--- src/shared/flash_status_pkg.sv ---
// Shared constants and types for the flash status and protection block
package flash_status_pkg;

	// ==========================================================
	// Command opcodes
	localparam logic [7:0] OP_WRITE_ENABLE = 8'h06;
	localparam logic [7:0] OP_WRITE_DISABLE = 8'h04;
	localparam logic [7:0] OP_READ_SR1 = 8'h05;
	localparam logic [7:0] OP_READ_SR2 = 8'h35;
	localparam logic [7:0] OP_READ_SR3 = 8'h15;
	localparam logic [7:0] OP_WRITE_SR1 = 8'h01;
	localparam logic [7:0] OP_WRITE_SR2 = 8'h31;
	localparam logic [7:0] OP_WRITE_SR3 = 8'h11;
	localparam logic [7:0] OP_PAGE_PROGRAM = 8'h02;
	localparam logic [7:0] OP_SECTOR_ERASE = 8'h20;
	localparam logic [7:0] OP_BLOCK_ERASE_32 = 8'h52;
	localparam logic [7:0] OP_BLOCK_ERASE_64 = 8'hD8;
	localparam logic [7:0] OP_CHIP_ERASE_A = 8'h60;
	localparam logic [7:0] OP_CHIP_ERASE_B = 8'hC7;
	localparam logic [7:0] OP_RESET_ENABLE = 8'h66;
	localparam logic [7:0] OP_RESET = 8'h99;

	// ==========================================================
	// Frame byte counts (opcode included)
	localparam logic [2:0] LEN_PLAIN = 3'h1;
	localparam logic [2:0] LEN_SR_WRITE = 3'h2;
	localparam logic [2:0] LEN_ERASE = 3'h4;
	localparam logic [2:0] LEN_PROGRAM = 3'h5;
	localparam logic [2:0] BYTE_CNT_MAX = 3'h7;
	localparam logic [2:0] LAST_BIT = 3'h7;

	// ==========================================================
	// Reset values and timing
	localparam logic [1:0] DRIVE_RESET = 2'h1;
	localparam logic [1:0] LOCK_SOFTWARE = 2'h0;
	localparam logic [1:0] LOCK_HARDWARE = 2'h1;
	localparam logic [15:0] BUSY_CYCLES_DEFAULT = 16'h03E8;

	// ==========================================================
	// Array geometry (4 MB, 22 address bits)
	localparam int ADDR_W = 22;
	localparam logic [22:0] ARRAY_SIZE = 23'h40_0000;
	localparam logic [22:0] BLOCK_SIZE = 23'h01_0000;
	localparam logic [22:0] SECTOR_SIZE = 23'h00_1000;
	localparam logic [2:0] CODE_NONE = 3'h0;
	localparam logic [2:0] CODE_ALL = 3'h7;
	localparam logic [2:0] CODE_SMALL_CAP = 3'h3;

	typedef enum logic [1:0] {
		OPK_PROGRAM = 2'b00,
		OPK_SECTOR = 2'b01,
		OPK_BLOCK = 2'b10,
		OPK_CHIP = 2'b11
	} op_kind_e;

	typedef struct packed {
		op_kind_e kind;
		logic [23:0] addr;
	} array_op_s;

	typedef struct packed {
		logic [1:0] drive_sel;
		logic performance_flag;
		logic erase_suspend_flag;
		logic invert_bit;
		logic [2:0] otp_lock;
		logic program_suspend_flag;
		logic quad_enable_bit;
		logic lock_mode_hi;
		logic lock_mode_lo;
		logic [4:0] protect_field;
		logic write_latch_flag;
		logic busy_flag;
	} status_s;

	// Place the fields at their bit positions, spare bits zero
	function automatic logic [23:0] pack_status(input status_s s);
		pack_status = {1'b0, s.drive_sel, s.performance_flag, 4'h0,
			s.erase_suspend_flag, s.invert_bit, s.otp_lock,
			s.program_suspend_flag, s.quad_enable_bit, s.lock_mode_hi,
			s.lock_mode_lo, s.protect_field, s.write_latch_flag,
			s.busy_flag};
	endfunction

endpackage

--- src/design/protect_region_decoder.sv ---
// Decoder from protect code and invert bit to a refusal for one address
`timescale 1ns/1ps
`default_nettype none

module protect_region_decoder (
	// Protection setting
	input wire logic [4:0] protect_field,
	input wire logic invert_bit,
	// Address under test
	input wire logic [flash_status_pkg::ADDR_W-1:0] addr,
	// Verdicts
	output logic addr_protected,
	output logic chip_erase_ok
);
	import flash_status_pkg::*;

	logic [2:0] low;
	logic [22:0] span;
	logic [22:0] addr_ext;
	logic base_hit;

	always_comb begin
		low = protect_field[2:0];
		addr_ext = {1'b0, addr};
		span = '0;
		base_hit = 1'b0;
		// plain regions
		if (low == CODE_ALL) begin
			base_hit = 1'b1;
		end else if (low != CODE_NONE) begin
			if (protect_field[4]) begin
				// Codes 4..6 all cap at the 32 KB span
				if (low > CODE_SMALL_CAP) begin
					span = SECTOR_SIZE << 3;
				end else begin
					span = SECTOR_SIZE << (low - 3'h1);
				end
			end else begin
				span = BLOCK_SIZE << (low - 3'h1);
			end
			if (protect_field[3]) begin
				base_hit = addr_ext < span;
			end else begin
				base_hit = addr_ext >= (ARRAY_SIZE - span);
			end
		end
		// invert gives the complement
		addr_protected = base_hit ^ invert_bit;
		// chip erase gate
		chip_erase_ok = (low == CODE_NONE && !invert_bit) ||
			(low == CODE_ALL && invert_bit);
	end

endmodule
`default_nettype wire

--- src/design/flash_status_write_protect.sv ---
// Status register, write latch and write protection of a serial flash
`timescale 1ns/1ps
`default_nettype none

// Overview of operation
// 24-bit status word in three bytes
// busy reads 1 during program, erase, write
// write latch mirrored; clear latch refuses writes
// protect field changes only by status write
// protected addresses refuse program and erase
// protect field unwritable when hardware protected
// chip erase only for all-zero or all-one codes
// invert bit complements the protected region
// lock mode 00 accepts writes with latch
// lock mode 01 follows write-protect pin
// lock mode 10 refuses until power cycle
// power cycle returns lock mode 10 to 00
// lock mode 11 refuses writes forever; here power-on reset returns it to 00 like mode 10
// lock bits readable, writable, select method
// plain protect codes select top/bottom regions
// invert bit defaults to zero
// latch set by enable, cleared by writes
// reserved bits read zero, ignore writes
module flash_status_write_protect #(
	parameter logic [15:0] BUSY_CYCLES =
		flash_status_pkg::BUSY_CYCLES_DEFAULT
) (
	// Clock and power-on reset
	input wire logic clock,
	input wire logic rst_n,
	// Serial link pins
	input wire logic sclk,
	input wire logic cs_n,
	input wire logic si,
	input wire logic wp_n,
	output logic so,
	output logic so_oe,
	// Array operation request
	output logic op_start,
	output flash_status_pkg::array_op_s op,
	// Status view
	output flash_status_pkg::status_s status
);
	import flash_status_pkg::*;

	// ==========================================================
	// Pin synchronisers: sclk, cs_n, si, wp_n
	logic [3:0] s1_reg, s2_reg, s3_reg, filt_reg;
	logic [3:0] s1_next, s2_next, s3_next, filt_next;

	always_comb begin
		s1_next = {wp_n, si, cs_n, sclk};
		s2_next = s1_reg;
		s3_next = s2_reg;
		// A change counts once stages two and three agree
		filt_next = (~(s2_reg ^ s3_reg) & s3_reg) |
			((s2_reg ^ s3_reg) & filt_reg);
	end

	always_ff @(posedge clock or negedge rst_n) begin
		if (!rst_n) begin
			s1_reg <= 4'hF;
			s2_reg <= 4'hF;
			s3_reg <= 4'hF;
			filt_reg <= 4'hF;
		end else begin
			s1_reg <= s1_next;
			s2_reg <= s2_next;
			s3_reg <= s3_next;
			filt_reg <= filt_next;
		end
	end

	logic sclk_rise, sclk_fall, cs_fall, cs_rise, frame_on, wp_high;
	assign sclk_rise = !filt_reg[0] && filt_next[0];
	assign sclk_fall = filt_reg[0] && !filt_next[0];
	assign cs_fall = filt_reg[1] && !filt_next[1];
	assign cs_rise = !filt_reg[1] && filt_next[1];
	assign frame_on = !filt_reg[1];
	assign wp_high = filt_reg[3];

	// ==========================================================
	// Helpers
	function automatic logic is_read(input logic [7:0] code);
		is_read = code == OP_READ_SR1 || code == OP_READ_SR2 ||
			code == OP_READ_SR3;
	endfunction

	function automatic logic [7:0] status_byte(input logic [7:0] code,
		input status_s s);
		logic [23:0] w;
		w = pack_status(s);
		unique case (code)
			OP_READ_SR2: status_byte = w[15:8];
			OP_READ_SR3: status_byte = w[23:16];
			default: status_byte = w[7:0];
		endcase
	endfunction

	// ==========================================================
	// Protection decode
	logic [23:0] addr_reg;
	status_s st_reg;
	logic prot_hit, chip_ok;

	protect_region_decoder u_decoder (
		.protect_field(st_reg.protect_field),
		.invert_bit(st_reg.invert_bit),
		.addr(addr_reg[ADDR_W-1:0]),
		.addr_protected(prot_hit),
		.chip_erase_ok(chip_ok)
	);

	// ==========================================================
	// Command capture and execution
	logic [2:0] bit_cnt_reg, bit_cnt_next, byte_cnt_reg, byte_cnt_next;
	logic [2:0] fall_cnt_reg, fall_cnt_next;
	logic [7:0] shift_reg, shift_next, opcode_reg, opcode_next;
	logic [7:0] data_reg, data_next, tx_reg, tx_next;
	logic [23:0] addr_next;
	logic [15:0] busy_cnt_reg, busy_cnt_next;
	logic reading_reg, reading_next, arm_reg, arm_next;
	logic so_reg, so_next, so_oe_reg, so_oe_next;
	logic op_start_reg, op_start_next;
	array_op_s op_reg, op_next;
	status_s st_next;
	logic [7:0] byte_in, out_byte;
	logic [1:0] lock_mode;
	logic sr_ok, start_busy, array_req;
	op_kind_e req_kind;

	always_comb begin
		bit_cnt_next = bit_cnt_reg;
		byte_cnt_next = byte_cnt_reg;
		fall_cnt_next = fall_cnt_reg;
		shift_next = shift_reg;
		opcode_next = opcode_reg;
		data_next = data_reg;
		tx_next = tx_reg;
		addr_next = addr_reg;
		reading_next = reading_reg;
		arm_next = arm_reg;
		so_next = so_reg;
		st_next = st_reg;
		op_start_next = 1'b0;
		op_next = op_reg;
		start_busy = 1'b0;
		array_req = 1'b0;
		req_kind = OPK_PROGRAM;
		byte_in = {shift_reg[6:0], filt_next[2]};
		out_byte = tx_reg;
		lock_mode = {st_reg.lock_mode_hi, st_reg.lock_mode_lo};
		// lock mode selects the write gate
		// software mode needs only the latch
		// hardware mode also needs the pin high
		// modes 10 and 11 refuse every status write
		// mode 11 is left only by power-on reset, as mode 10
		sr_ok = st_reg.write_latch_flag &&
			(lock_mode == LOCK_SOFTWARE ||
			(lock_mode == LOCK_HARDWARE && wp_high));

		if (cs_fall) begin
			bit_cnt_next = '0;
			byte_cnt_next = '0;
			reading_next = 1'b0;
		end else if (frame_on && sclk_rise) begin
			bit_cnt_next = bit_cnt_reg + 3'h1;
			shift_next = byte_in;
			if (bit_cnt_reg == LAST_BIT) begin
				if (byte_cnt_reg == '0) begin
					opcode_next = byte_in;
					reading_next = is_read(byte_in);
					fall_cnt_next = '0;
				end
				if (byte_cnt_reg == LEN_PLAIN) begin
					data_next = byte_in;
				end
				if (byte_cnt_reg >= LEN_PLAIN && byte_cnt_reg < LEN_ERASE) begin
					addr_next = {addr_reg[15:0], byte_in};
				end
				if (byte_cnt_reg != BYTE_CNT_MAX) begin
					byte_cnt_next = byte_cnt_reg + 3'h1;
				end
			end
		end

		// Status bytes repeat while the clock keeps running
		if (frame_on && sclk_fall && reading_reg) begin
			if (fall_cnt_reg == '0) begin
				out_byte = status_byte(opcode_reg, st_reg);
			end
			so_next = out_byte[7];
			tx_next = {out_byte[6:0], 1'b0};
			fall_cnt_next = fall_cnt_reg + 3'h1;
		end

		// Partial last byte rejects the whole frame
		if (cs_rise) begin
			reading_next = 1'b0;
			if (bit_cnt_reg == '0 && !st_reg.busy_flag) begin
				arm_next = 1'b0;
				unique case (opcode_reg)
					OP_WRITE_ENABLE: begin
						// enable sets the latch
						if (byte_cnt_reg == LEN_PLAIN) begin
							st_next.write_latch_flag = 1'b1;
						end
					end
					OP_WRITE_DISABLE: begin
						// disable clears the latch
						if (byte_cnt_reg == LEN_PLAIN) begin
							st_next.write_latch_flag = 1'b0;
						end
					end
					OP_RESET_ENABLE: begin
						arm_next = byte_cnt_reg == LEN_PLAIN;
					end
					OP_RESET: begin
						// software reset clears the latch
						if (arm_reg && byte_cnt_reg == LEN_PLAIN) begin
							st_next.write_latch_flag = 1'b0;
						end
					end
					OP_WRITE_SR1, OP_WRITE_SR2, OP_WRITE_SR3: begin
						// no latch, no write
						if (byte_cnt_reg >= LEN_SR_WRITE &&
							st_reg.write_latch_flag) begin
							// status write clears the latch
							st_next.write_latch_flag = 1'b0;
							// hardware lock blocks the field
							if (sr_ok) begin
								start_busy = 1'b1;
								// protect field set only here
								// spare and read-only bits ignored
								if (opcode_reg == OP_WRITE_SR1) begin
									st_next.protect_field = data_reg[6:2];
									st_next.lock_mode_lo = data_reg[7];
								end else if (opcode_reg == OP_WRITE_SR2) begin
									st_next.lock_mode_hi = data_reg[0];
									st_next.quad_enable_bit = data_reg[1];
									// One-time bits only ever set
									st_next.otp_lock = st_reg.otp_lock | data_reg[5:3];
									st_next.invert_bit = data_reg[6];
								end else begin
									st_next.drive_sel = data_reg[6:5];
								end
							end
						end
					end
					OP_PAGE_PROGRAM: begin
						array_req = byte_cnt_reg >= LEN_PROGRAM;
						req_kind = OPK_PROGRAM;
					end
					OP_SECTOR_ERASE: begin
						array_req = byte_cnt_reg == LEN_ERASE;
						req_kind = OPK_SECTOR;
					end
					OP_BLOCK_ERASE_32, OP_BLOCK_ERASE_64: begin
						array_req = byte_cnt_reg == LEN_ERASE;
						req_kind = OPK_BLOCK;
					end
					OP_CHIP_ERASE_A, OP_CHIP_ERASE_B: begin
						array_req = byte_cnt_reg == LEN_PLAIN;
						req_kind = OPK_CHIP;
					end
					default: begin
					end
				endcase
				// array commands need the latch
				if (array_req && st_reg.write_latch_flag) begin
					// program and erase clear the latch
					st_next.write_latch_flag = 1'b0;
					// protected address refused
					// chip erase only for clear codes
					if ((req_kind == OPK_CHIP) ? chip_ok : !prot_hit) begin
						start_busy = 1'b1;
						op_start_next = 1'b1;
						op_next.kind = req_kind;
						op_next.addr = addr_reg;
					end
				end
			end
		end

		// busy follows the running operation
		if (start_busy) begin
			busy_cnt_next = BUSY_CYCLES;
		end else if (busy_cnt_reg != '0) begin
			busy_cnt_next = busy_cnt_reg - 16'h0001;
		end else begin
			busy_cnt_next = busy_cnt_reg;
		end
		st_next.busy_flag = busy_cnt_next != '0;
		so_oe_next = reading_next && !filt_next[1];
	end

	always_ff @(posedge clock or negedge rst_n) begin
		if (!rst_n) begin
			bit_cnt_reg <= '0;
			byte_cnt_reg <= '0;
			fall_cnt_reg <= '0;
			shift_reg <= '0;
			opcode_reg <= '0;
			data_reg <= '0;
			tx_reg <= '0;
			addr_reg <= '0;
			reading_reg <= 1'b0;
			arm_reg <= 1'b0;
			so_reg <= 1'b0;
			so_oe_reg <= 1'b0;
			op_start_reg <= 1'b0;
			op_reg <= '{kind: OPK_PROGRAM, addr: 24'h00_0000};
			busy_cnt_reg <= '0;
			// power cycle drops any lock mode
			// invert bit starts clear
			st_reg <= '{drive_sel: DRIVE_RESET, default: '0};
		end else begin
			bit_cnt_reg <= bit_cnt_next;
			byte_cnt_reg <= byte_cnt_next;
			fall_cnt_reg <= fall_cnt_next;
			shift_reg <= shift_next;
			opcode_reg <= opcode_next;
			data_reg <= data_next;
			tx_reg <= tx_next;
			addr_reg <= addr_next;
			reading_reg <= reading_next;
			arm_reg <= arm_next;
			so_reg <= so_next;
			so_oe_reg <= so_oe_next;
			op_start_reg <= op_start_next;
			op_reg <= op_next;
			busy_cnt_reg <= busy_cnt_next;
			st_reg <= st_next;
		end
	end

	assign so = so_reg;
	assign so_oe = so_oe_reg;
	assign op_start = op_start_reg;
	assign op = op_reg;
	// fields held at their documented places
	assign status = st_reg;
endmodule
`default_nettype wire

--- config.mk ---
export PLATFORM = sky130hd
export DESIGN_NAME = flash_status_write_protect
export DESIGN_NICKNAME = d
export VERILOG_FILES = /design/src/shared/flash_status_pkg.sv /design/src/design/protect_region_decoder.sv /design/src/design/flash_status_write_protect.sv
export SDC_FILE = /design/constraint.sdc
export NUM_CORES = 1
export LEC_CHECK = 0
export BUFFER_PORTS_ARGS = -buffer_cell sky130_fd_sc_hd__buf_4
export CORE_MARGIN = 2
export CORE_UTILIZATION = 55
export DETAILED_ROUTE_END_ITERATION = 8
export MAX_ROUTING_LAYER = met4
export PLACE_DENSITY = 0.74
export RECOVER_POWER = 50
export SYNTH_ARGS = -nofsm -noshare
export SYNTH_HDL_FRONTEND = slang
export SYNTH_SLANG_ARGS = --single-unit
export TNS_END_PERCENT = 5
--- constraint.sdc ---
create_clock -name clock -period 5 [get_ports clock]
set_input_delay 0 -clock clock [delete_from_list [all_inputs] [get_ports clock]]
set_output_delay 0 -clock clock [all_outputs]
set_load 0.01 [all_outputs]
### Word-level counts from Yosys, hierarchy flattened

Cells that the tools add are included.

* register bits after elaboration: 142
* input port bits: 6
* logic and storage cells: 195

* $add $sub $neg: 6
* $lt $le $gt $ge: 7
* equal/unequal tests: 30
* shift-type cells: 2
* multiplexer cells: 52
* bitwise gates (word level): 10
* reductions and logical operators: 59

Operators by type and width (count)
* $mux W23: 4
* $mux W3: 11
* $eq A8 B6 Y1 const B: 4
* $mux W16: 2
* $reduce_bool A16 Y1: 2
* $mux W1: 28
* $eq A8 B3 Y1 const B: 3
* $eq A8 B5 Y1 const B: 3
* $eq A8 B7 Y1 const B: 3
* $eq A8 B8 Y1 const B: 3
* $ge A22 B23 Y1: 1
* $lt A22 B23 Y1: 1
* $shl A13 B3 Y23 const A: 1
* $shl A17 B3 Y23 const A: 1
* $sub A23 B23 Y23 const A: 1
* $reduce_and A7 Y1: 3
* $reduce_and A4 Y1: 5
* $logic_and A1 B1 Y1: 17
* $pmux W8 S2: 1
* $sub A16 B1 Y16 const B: 1
* $ne A3 B3 Y1 const B: 5
* $logic_not A3 Y1: 4
* $reduce_bool A2 Y1: 6
* $add A3 B1 Y3 const B: 3
* 35 further kinds: 53

### Logic depth before layout (Yosys ltp)

* word-level depth: 20
* mapped depth: 20

### Modules after synthesis

A second synthesis with hierarchy kept.

* cells, all modules: 635
* area total of the unflattened synthesis: 7063.0 sq um

Modules (own cells, without submodules)
* flash_status_write_protect: instances 1, cells an instance 527, area an instance 6266.0 sq um, seq. area each 3574.7 sq um
* protect_region_decoder: instances 1, cells an instance 108, area an instance 797.0 sq um, seq. area each 0.0 sq um

### Least setup slack after synthesis

No wires, ideal clock.

* path type: register to register
* from: register st_reg, in the netlist status[4]
* to: register op_reg, in the netlist op[10]
* library setup time: 0.125 ns
* data arrival time: 3.660 ns
* required time: 4.875 ns
* setup slack: 1.215 ns
* stages on the path, launching flop included: 17
* buffers on the path: 3
* path through: dfrtp_1 clkbuf_1 nor2_1 nand2_1 ha_1 clkbuf_1 nand2b_1 nor2_1 o2bb2ai_1 ha_1 a2111oi_0 o21ai_0 or3_1 and3_1 o2111ai_4 buf_6 mux2_4

* longest elaborated chain between the ends: 15
* elaborated cells on any way between the ends: 24
* those cells by class: add/sub: 2; order compare: 3; eq/ne: 1; shift: 2; mux: 8; bitwise: 1; reduce/logical: 7

RTL lines
* from (decl): line flash_status_write_protect.sv:103 `status_s st_reg;`
* from (signal assigned): line flash_status_write_protect.sv:333 `st_reg <= st_next;`
* $sub A3 B1 Y3: line protect_region_decoder.sv:36, protect_region_decoder.sv:39
* $shl A13 B3 Y23: line protect_region_decoder.sv:36 `span = SECTOR_SIZE << (low - 3'h1);`
* $mux W23: line protect_region_decoder.sv:33 `if (low > CODE_SMALL_CAP) begin`
* $mux W23: line protect_region_decoder.sv:31 `if (protect_field[4]) begin`
* $mux W23: line protect_region_decoder.sv:30 `end else if (low != CODE_NONE) begin`
* $mux W23: line protect_region_decoder.sv:28 `if (low == CODE_ALL) begin`
* $sub A23 B23 Y23: line protect_region_decoder.sv:44 `base_hit = addr_ext >= (ARRAY_SIZE - span);`
* $ge A22 B23 Y1: line protect_region_decoder.sv:44
* $mux W1: line protect_region_decoder.sv:41 `if (protect_field[3]) begin`
* $mux W1: line protect_region_decoder.sv:30
* $mux W1: line protect_region_decoder.sv:28
* $xor A1 B1 Y1: line protect_region_decoder.sv:48 `addr_protected = base_hit ^ invert_bit;`
* $logic_not A1 Y1: line flash_status_write_protect.sv:275 `if ((req_kind == OPK_CHIP) ? chip_ok : !prot_hit) begin`
* $mux W1 (*): line flash_status_write_protect.sv:275
* $reduce_and A4 Y1 (no source line) (*)
* to (signal assigned): line flash_status_write_protect.sv:312 `op_reg <= '{kind: OPK_PROGRAM, addr: 24'h00_0000};`
* to (signal assigned): line flash_status_write_protect.sv:331 `op_reg <= op_next;`
* to (decl): line flash_status_write_protect.sv:125 `array_op_s op_reg, op_next;`

Mark *: on every way between the ends. The rest lies on a longest branch, timed or not. The select of a mux whose other input is x is not followed.
A chain may end at the register's enable or synchronous reset.

### Worst setup path in the final report

* from: register st_reg, in the netlist status[3]
* to: register op_reg, in the netlist op[0]

Same word-level chain as after synthesis.

==> impl.org <==
** Clocking
- Clock sink count :: 142
- Counting along the longest clock path gives a buffer depth of 2.
- The number of setup buffers added after CTS is 0.
- TritonCTS clock tree :: built
- Number of buffers added by the clock tree synthesis step :: 17
- Buffer cell driving the clock tree root :: sky130_fd_sc_hd__clkbuf_16
- H-tree depth :: 4
- Clock-pin slew was measured on the worst setup and hold paths at 0.06 ns.
- Clock latency reported for the late side of the worst-skew pair :: 0.42 ns

** Logic synthesis
- Ranked by total cell area, the synthesized netlist is headed by sky130_fd_sc_hd__dfrtp_1 43%, sky130_fd_sc_hd__mux2_2 8.0%, sky130_fd_sc_hd__dfstp_2 6.2%, sky130_fd_sc_hd__ha_1 5.4%, sky130_fd_sc_hd__mux2_4 4.8%.
- After synthesis the netlist holds a flip-flop and latch count of 142.
- Most instantiated flip-flop cell in the synthesis netlist :: sky130_fd_sc_hd__dfrtp_1
- Async SR Flop Fraction :: 1.00
- Of all cell types, the one taking the most synthesized area is sky130_fd_sc_hd__dfrtp_1.
- Count of flip-flops with a built-in enable after synthesis :: 0
- Summing every instance area after synthesis gives 0.00719 sq mm.
- The number of different library cells used by synthesis comes to 67.
- The share of synthesized area in the top cell type comes to 0.435.
- For this run, the number of Yosys warnings is 0.
- Sequential-to-total area share from yosys stat :: 0.497
- Synthesis handed over a netlist of 646 instances.
- Average cell area after synthesis :: 11.1 sq um

** Power and ir drop
- Sw Share :: 0.221
- IR Drop Worst-Case VDD :: 0.000226 V
- Leakage :: 0.00395 uW
- Relative contribution of the clock network to total power :: 0.501
- The share of total power dissipated in combinational logic is 0.031.
- The analysis attributes to net switching a power of 587 uW.
- Sequential Power Share :: 0.467
- Dividing total power by cell area gives a power density of 326 mW/mm^2.
- Int Power :: 2070 uW

** Routing
- Met3 WL post-DR :: 548 microns
- Post-detailed-routing wire length :: 15200 microns
- After the first detailed-routing iteration, the DRC count stood at 450.
- Uppermost signal routing layer after detailed routing :: met4
- Antenna violation net count after detailed routing :: 0
- After detailed routing, the number of vias per cell comes to 5.78.
- Across all layers, the routed design uses 5045 vias.
- The first detailed-routing pass took 5 iterations.
- WL per Instance :: 17.4 microns
- The detailed router put a total of 7200 microns of wire on met1.
- In the routed design, unresolved DRC markers number 0.
- Detailed-routed wire length on met2 :: 7250 microns

** Worst setup path
- WP data required :: 5.30 ns
- The worst register-to-register path ends at op[0].
- On the critical path the largest part of the delay comes from simple AND/OR/NAND/NOR gates.
- Walking the worst path, the cells encountered are nor2b_1, nand2_1, ha_1, nand2b_1, nor2_1, o2bb2ai_1, ha_1, a2111oi_0, o21ai_0, or3_1, and3_1, o2111ai_4, buf_6, mux2_2.
- The critical path in this run is classified as flip-flop to flip-flop.
- Total buffers and inverters traversed by the critical path :: 1
- For the worst setup path, the data arrival time is 4.72 ns.
- Slack of the worst reg-to-reg path :: 0.59 ns
- Of all nets on the critical path, the largest fanout is 41.
- On the critical path, the stage with the largest delay is an instance of sky130_fd_sc_hd__dfrtp_1.
- Crit start category :: flip-flop
- For this run, the slowest stage of the critical path takes 0.65 ns.
- Worst R2R Start :: status[3]
- Counting cells, the worst reg-to-reg path comes to 14.
- STA classifies the critical path endpoint as a flip-flop.
- Among the stages of the critical path, the cell type that occurs most often is sky130_fd_sc_hd__ha_1.

** Final layout
- Core utilization of the finished layout :: 0.643
- Layout fillers :: 1060
- Nets :: 725
- Final cell count without fillers :: 873
- The register with the most flip-flops in the layout has 26 of them.
- Area added between synthesis and finish :: 13.3%
- Of the cells placed in the final design, the portion with a size suffix greater than 1 is 0.195.
- 0 antenna diodes ended up in the layout.

** Floorplanning
- Die span in y :: 118 microns
- Starting density of the core :: 0.568
- Number of standard-cell rows in the floorplan :: 41
- The die covers 0.0140 sq mm.
- Pin placement for this block handled 54 I/O pins.
- From left edge to right edge, the die measures 118 microns.
- Floorplan Core Area :: 0.0127 sq mm

** Timing
- Setup repair after global routing left no endpoint under its margin.
- Static timing analysis puts the maximum clock frequency at 227 MHz.
- Measured slew at the worst slew-check pin :: 3.89 ns
- Hold_ws :: 0.240 ns
- Slew margin rel. :: -1.60
- Setup total negative slack on the finished layout was measured at 0 ns.
- Worst Slack Setup Final :: 0.585 ns
- Post-layout minimum cycle time :: 4.41 ns
- The max-slew violation count is 87.
- Setup Skew :: 0.0119 ns
- Final cycle utilization of the critical path :: 0.883
- Setup violation total in the final timing report :: 0
- The hold violation total from the final report is 0.

** Job
- Number of maximum-capacitance violations :: 1

** Place
- RePlAce Congestion :: 0.909
- OpenSTA, run right after detailed placement, puts the worst setup slack at 0.482 ns.
- Counting tap cells, the placed design contains a total of 836 instances.
- Port buffering added 50 buffers.
- Placed wire-length estimate :: 10400 microns

** Min path
- The worst hold path terminates at s1_reg[1].
- Worst min-delay path class :: primary input to flip-flop
- Count of cells along the worst hold path :: 2
- Beginning of the worst hold path :: cs_n

** GRT
- The via count of the first global-routing pass came to 4911.
- Entering global routing, the biggest net connects 87 pins.
- In the global route stage, overall resource usage came out at 0.233.
- Antenna violations before repair :: 0
- Summed over all layers, the global routing overflow is 0.
- Wire length of the first global-routing pass :: 25300 microns

** Outcome
- The flow ran to the end, but the final reports show violations.
- Violations in the final reports :: max-capacitance violations, max-slew violations
[Yosys cell counts (all sizes together) (8+ instances only)]
master,count
ha,31
nand2b,8
nor2b,10
o21ai,22
and3,14
nand4,12
buf,17
dfstp,17
nand2,75
dfrtp,125
nand3,18
xnor2,10
nor3,8
mux2,74
inv,21
a21oi,24
clkbuf,21
nor2,40
nor4,8
[cells by family (layout without fill, tap and decap cells)]
| family | after synthesis | after routing | share of synthesized area |
|---|---|---|---|
| simple gates | 222 | 222 | 0.162 |
| flops | 142 | 142 | 0.497 |
| compound gates | 92 | 92 | 0.0892 |
| mux | 80 | 80 | 0.136 |
| buf+inv | 59 | 112 | 0.0379 |
| fa+ha+maj | 34 | 34 | 0.0581 |
| xor+xnor | 16 | 16 | 0.0195 |
| other cells | 1 | 3 | 0.000521 |
[cell type report]
cell class                      instances  area, sq um  area share
Inverter                               21         78.8     0.00967
Clock buffer                           18          439      0.0539
Tap cell                              172          215      0.0264
Sequential cell                       142         3570       0.439
Timing Repair Buffer                   59          293      0.0359
Multi-Input combinational cell        447         3360       0.412
Clock inverter                         14          191      0.0235
[power by group through the flow]
stage	Combinational [uW]	Clock, uW	Sequential [uW]
after detailed placement	82.9	0	1260
final	83.7	1330	1240
after global routing	94.0	1410	1250
after floorplan	51.0	0	1230
after CTS	86.6	1350	1240
after global placement	79.7	0	1260
[metal layers]
layer,global-route usage,vias to the layer above
li1,-,2372
met2,0.360,117
met4,0.0662,0
met5,-,-
met3,0.0449,18
met1,0.316,2538
[stage by stage]
stage	cell area [sq um]	power (uW)
2_1_floorplan	7200	1280
3_3_place_gp	7640	1340
3_5_place_dp	7640	1340
4_1_cts	8320	2680
5_1_grt	8150	2750
6_report	8150	2660
[placed cells by master, fill, tap and decap left out, types with 8 or more instances in the layout]
master,n
sky130_fd_sc_hd__clkbuf_16,17
sky130_fd_sc_hd__nand2_1,75
sky130_fd_sc_hd__nand4_1,11
sky130_fd_sc_hd__and3_1,14
sky130_fd_sc_hd__nor2b_1,10
sky130_fd_sc_hd__a21oi_1,24
sky130_fd_sc_hd__dfrtp_1,125
sky130_fd_sc_hd__nand3_1,18
sky130_fd_sc_hd__ha_1,31
sky130_fd_sc_hd__o21ai_0,22
sky130_fd_sc_hd__clkbuf_1,45
sky130_fd_sc_hd__nand2b_1,8
sky130_fd_sc_hd__inv_1,20
sky130_fd_sc_hd__mux2_2,51
sky130_fd_sc_hd__mux2_4,23
sky130_fd_sc_hd__dfstp_2,11
sky130_fd_sc_hd__nor2_1,40
sky130_fd_sc_hd__xnor2_1,10
[worst max path at each step]
stage | endpoint | startpoint | slack, ns | cells after the start
floorplan | op[10] | status[4] | 1.22 | 16
global placement | op[0] | status[3] | 0.68 | 14
CTS | op[0] | status[3] | 0.48 | 14
finish | op[0] | status[3] | 0.59 | 14
global route | op[0] | status[3] | 0.16 | 14
detailed placement | op[0] | status[3] | 0.48 | 14
[timing repair]
action / in CTS / in global routing
setup endpoints to repair: 0 / 1
hold buffers: 5 / 0
gates resized for setup: 0 / 1
endpoints found under the hold margin: 73 / 0
Note: power is estimated with default switching activity, not from simulation.
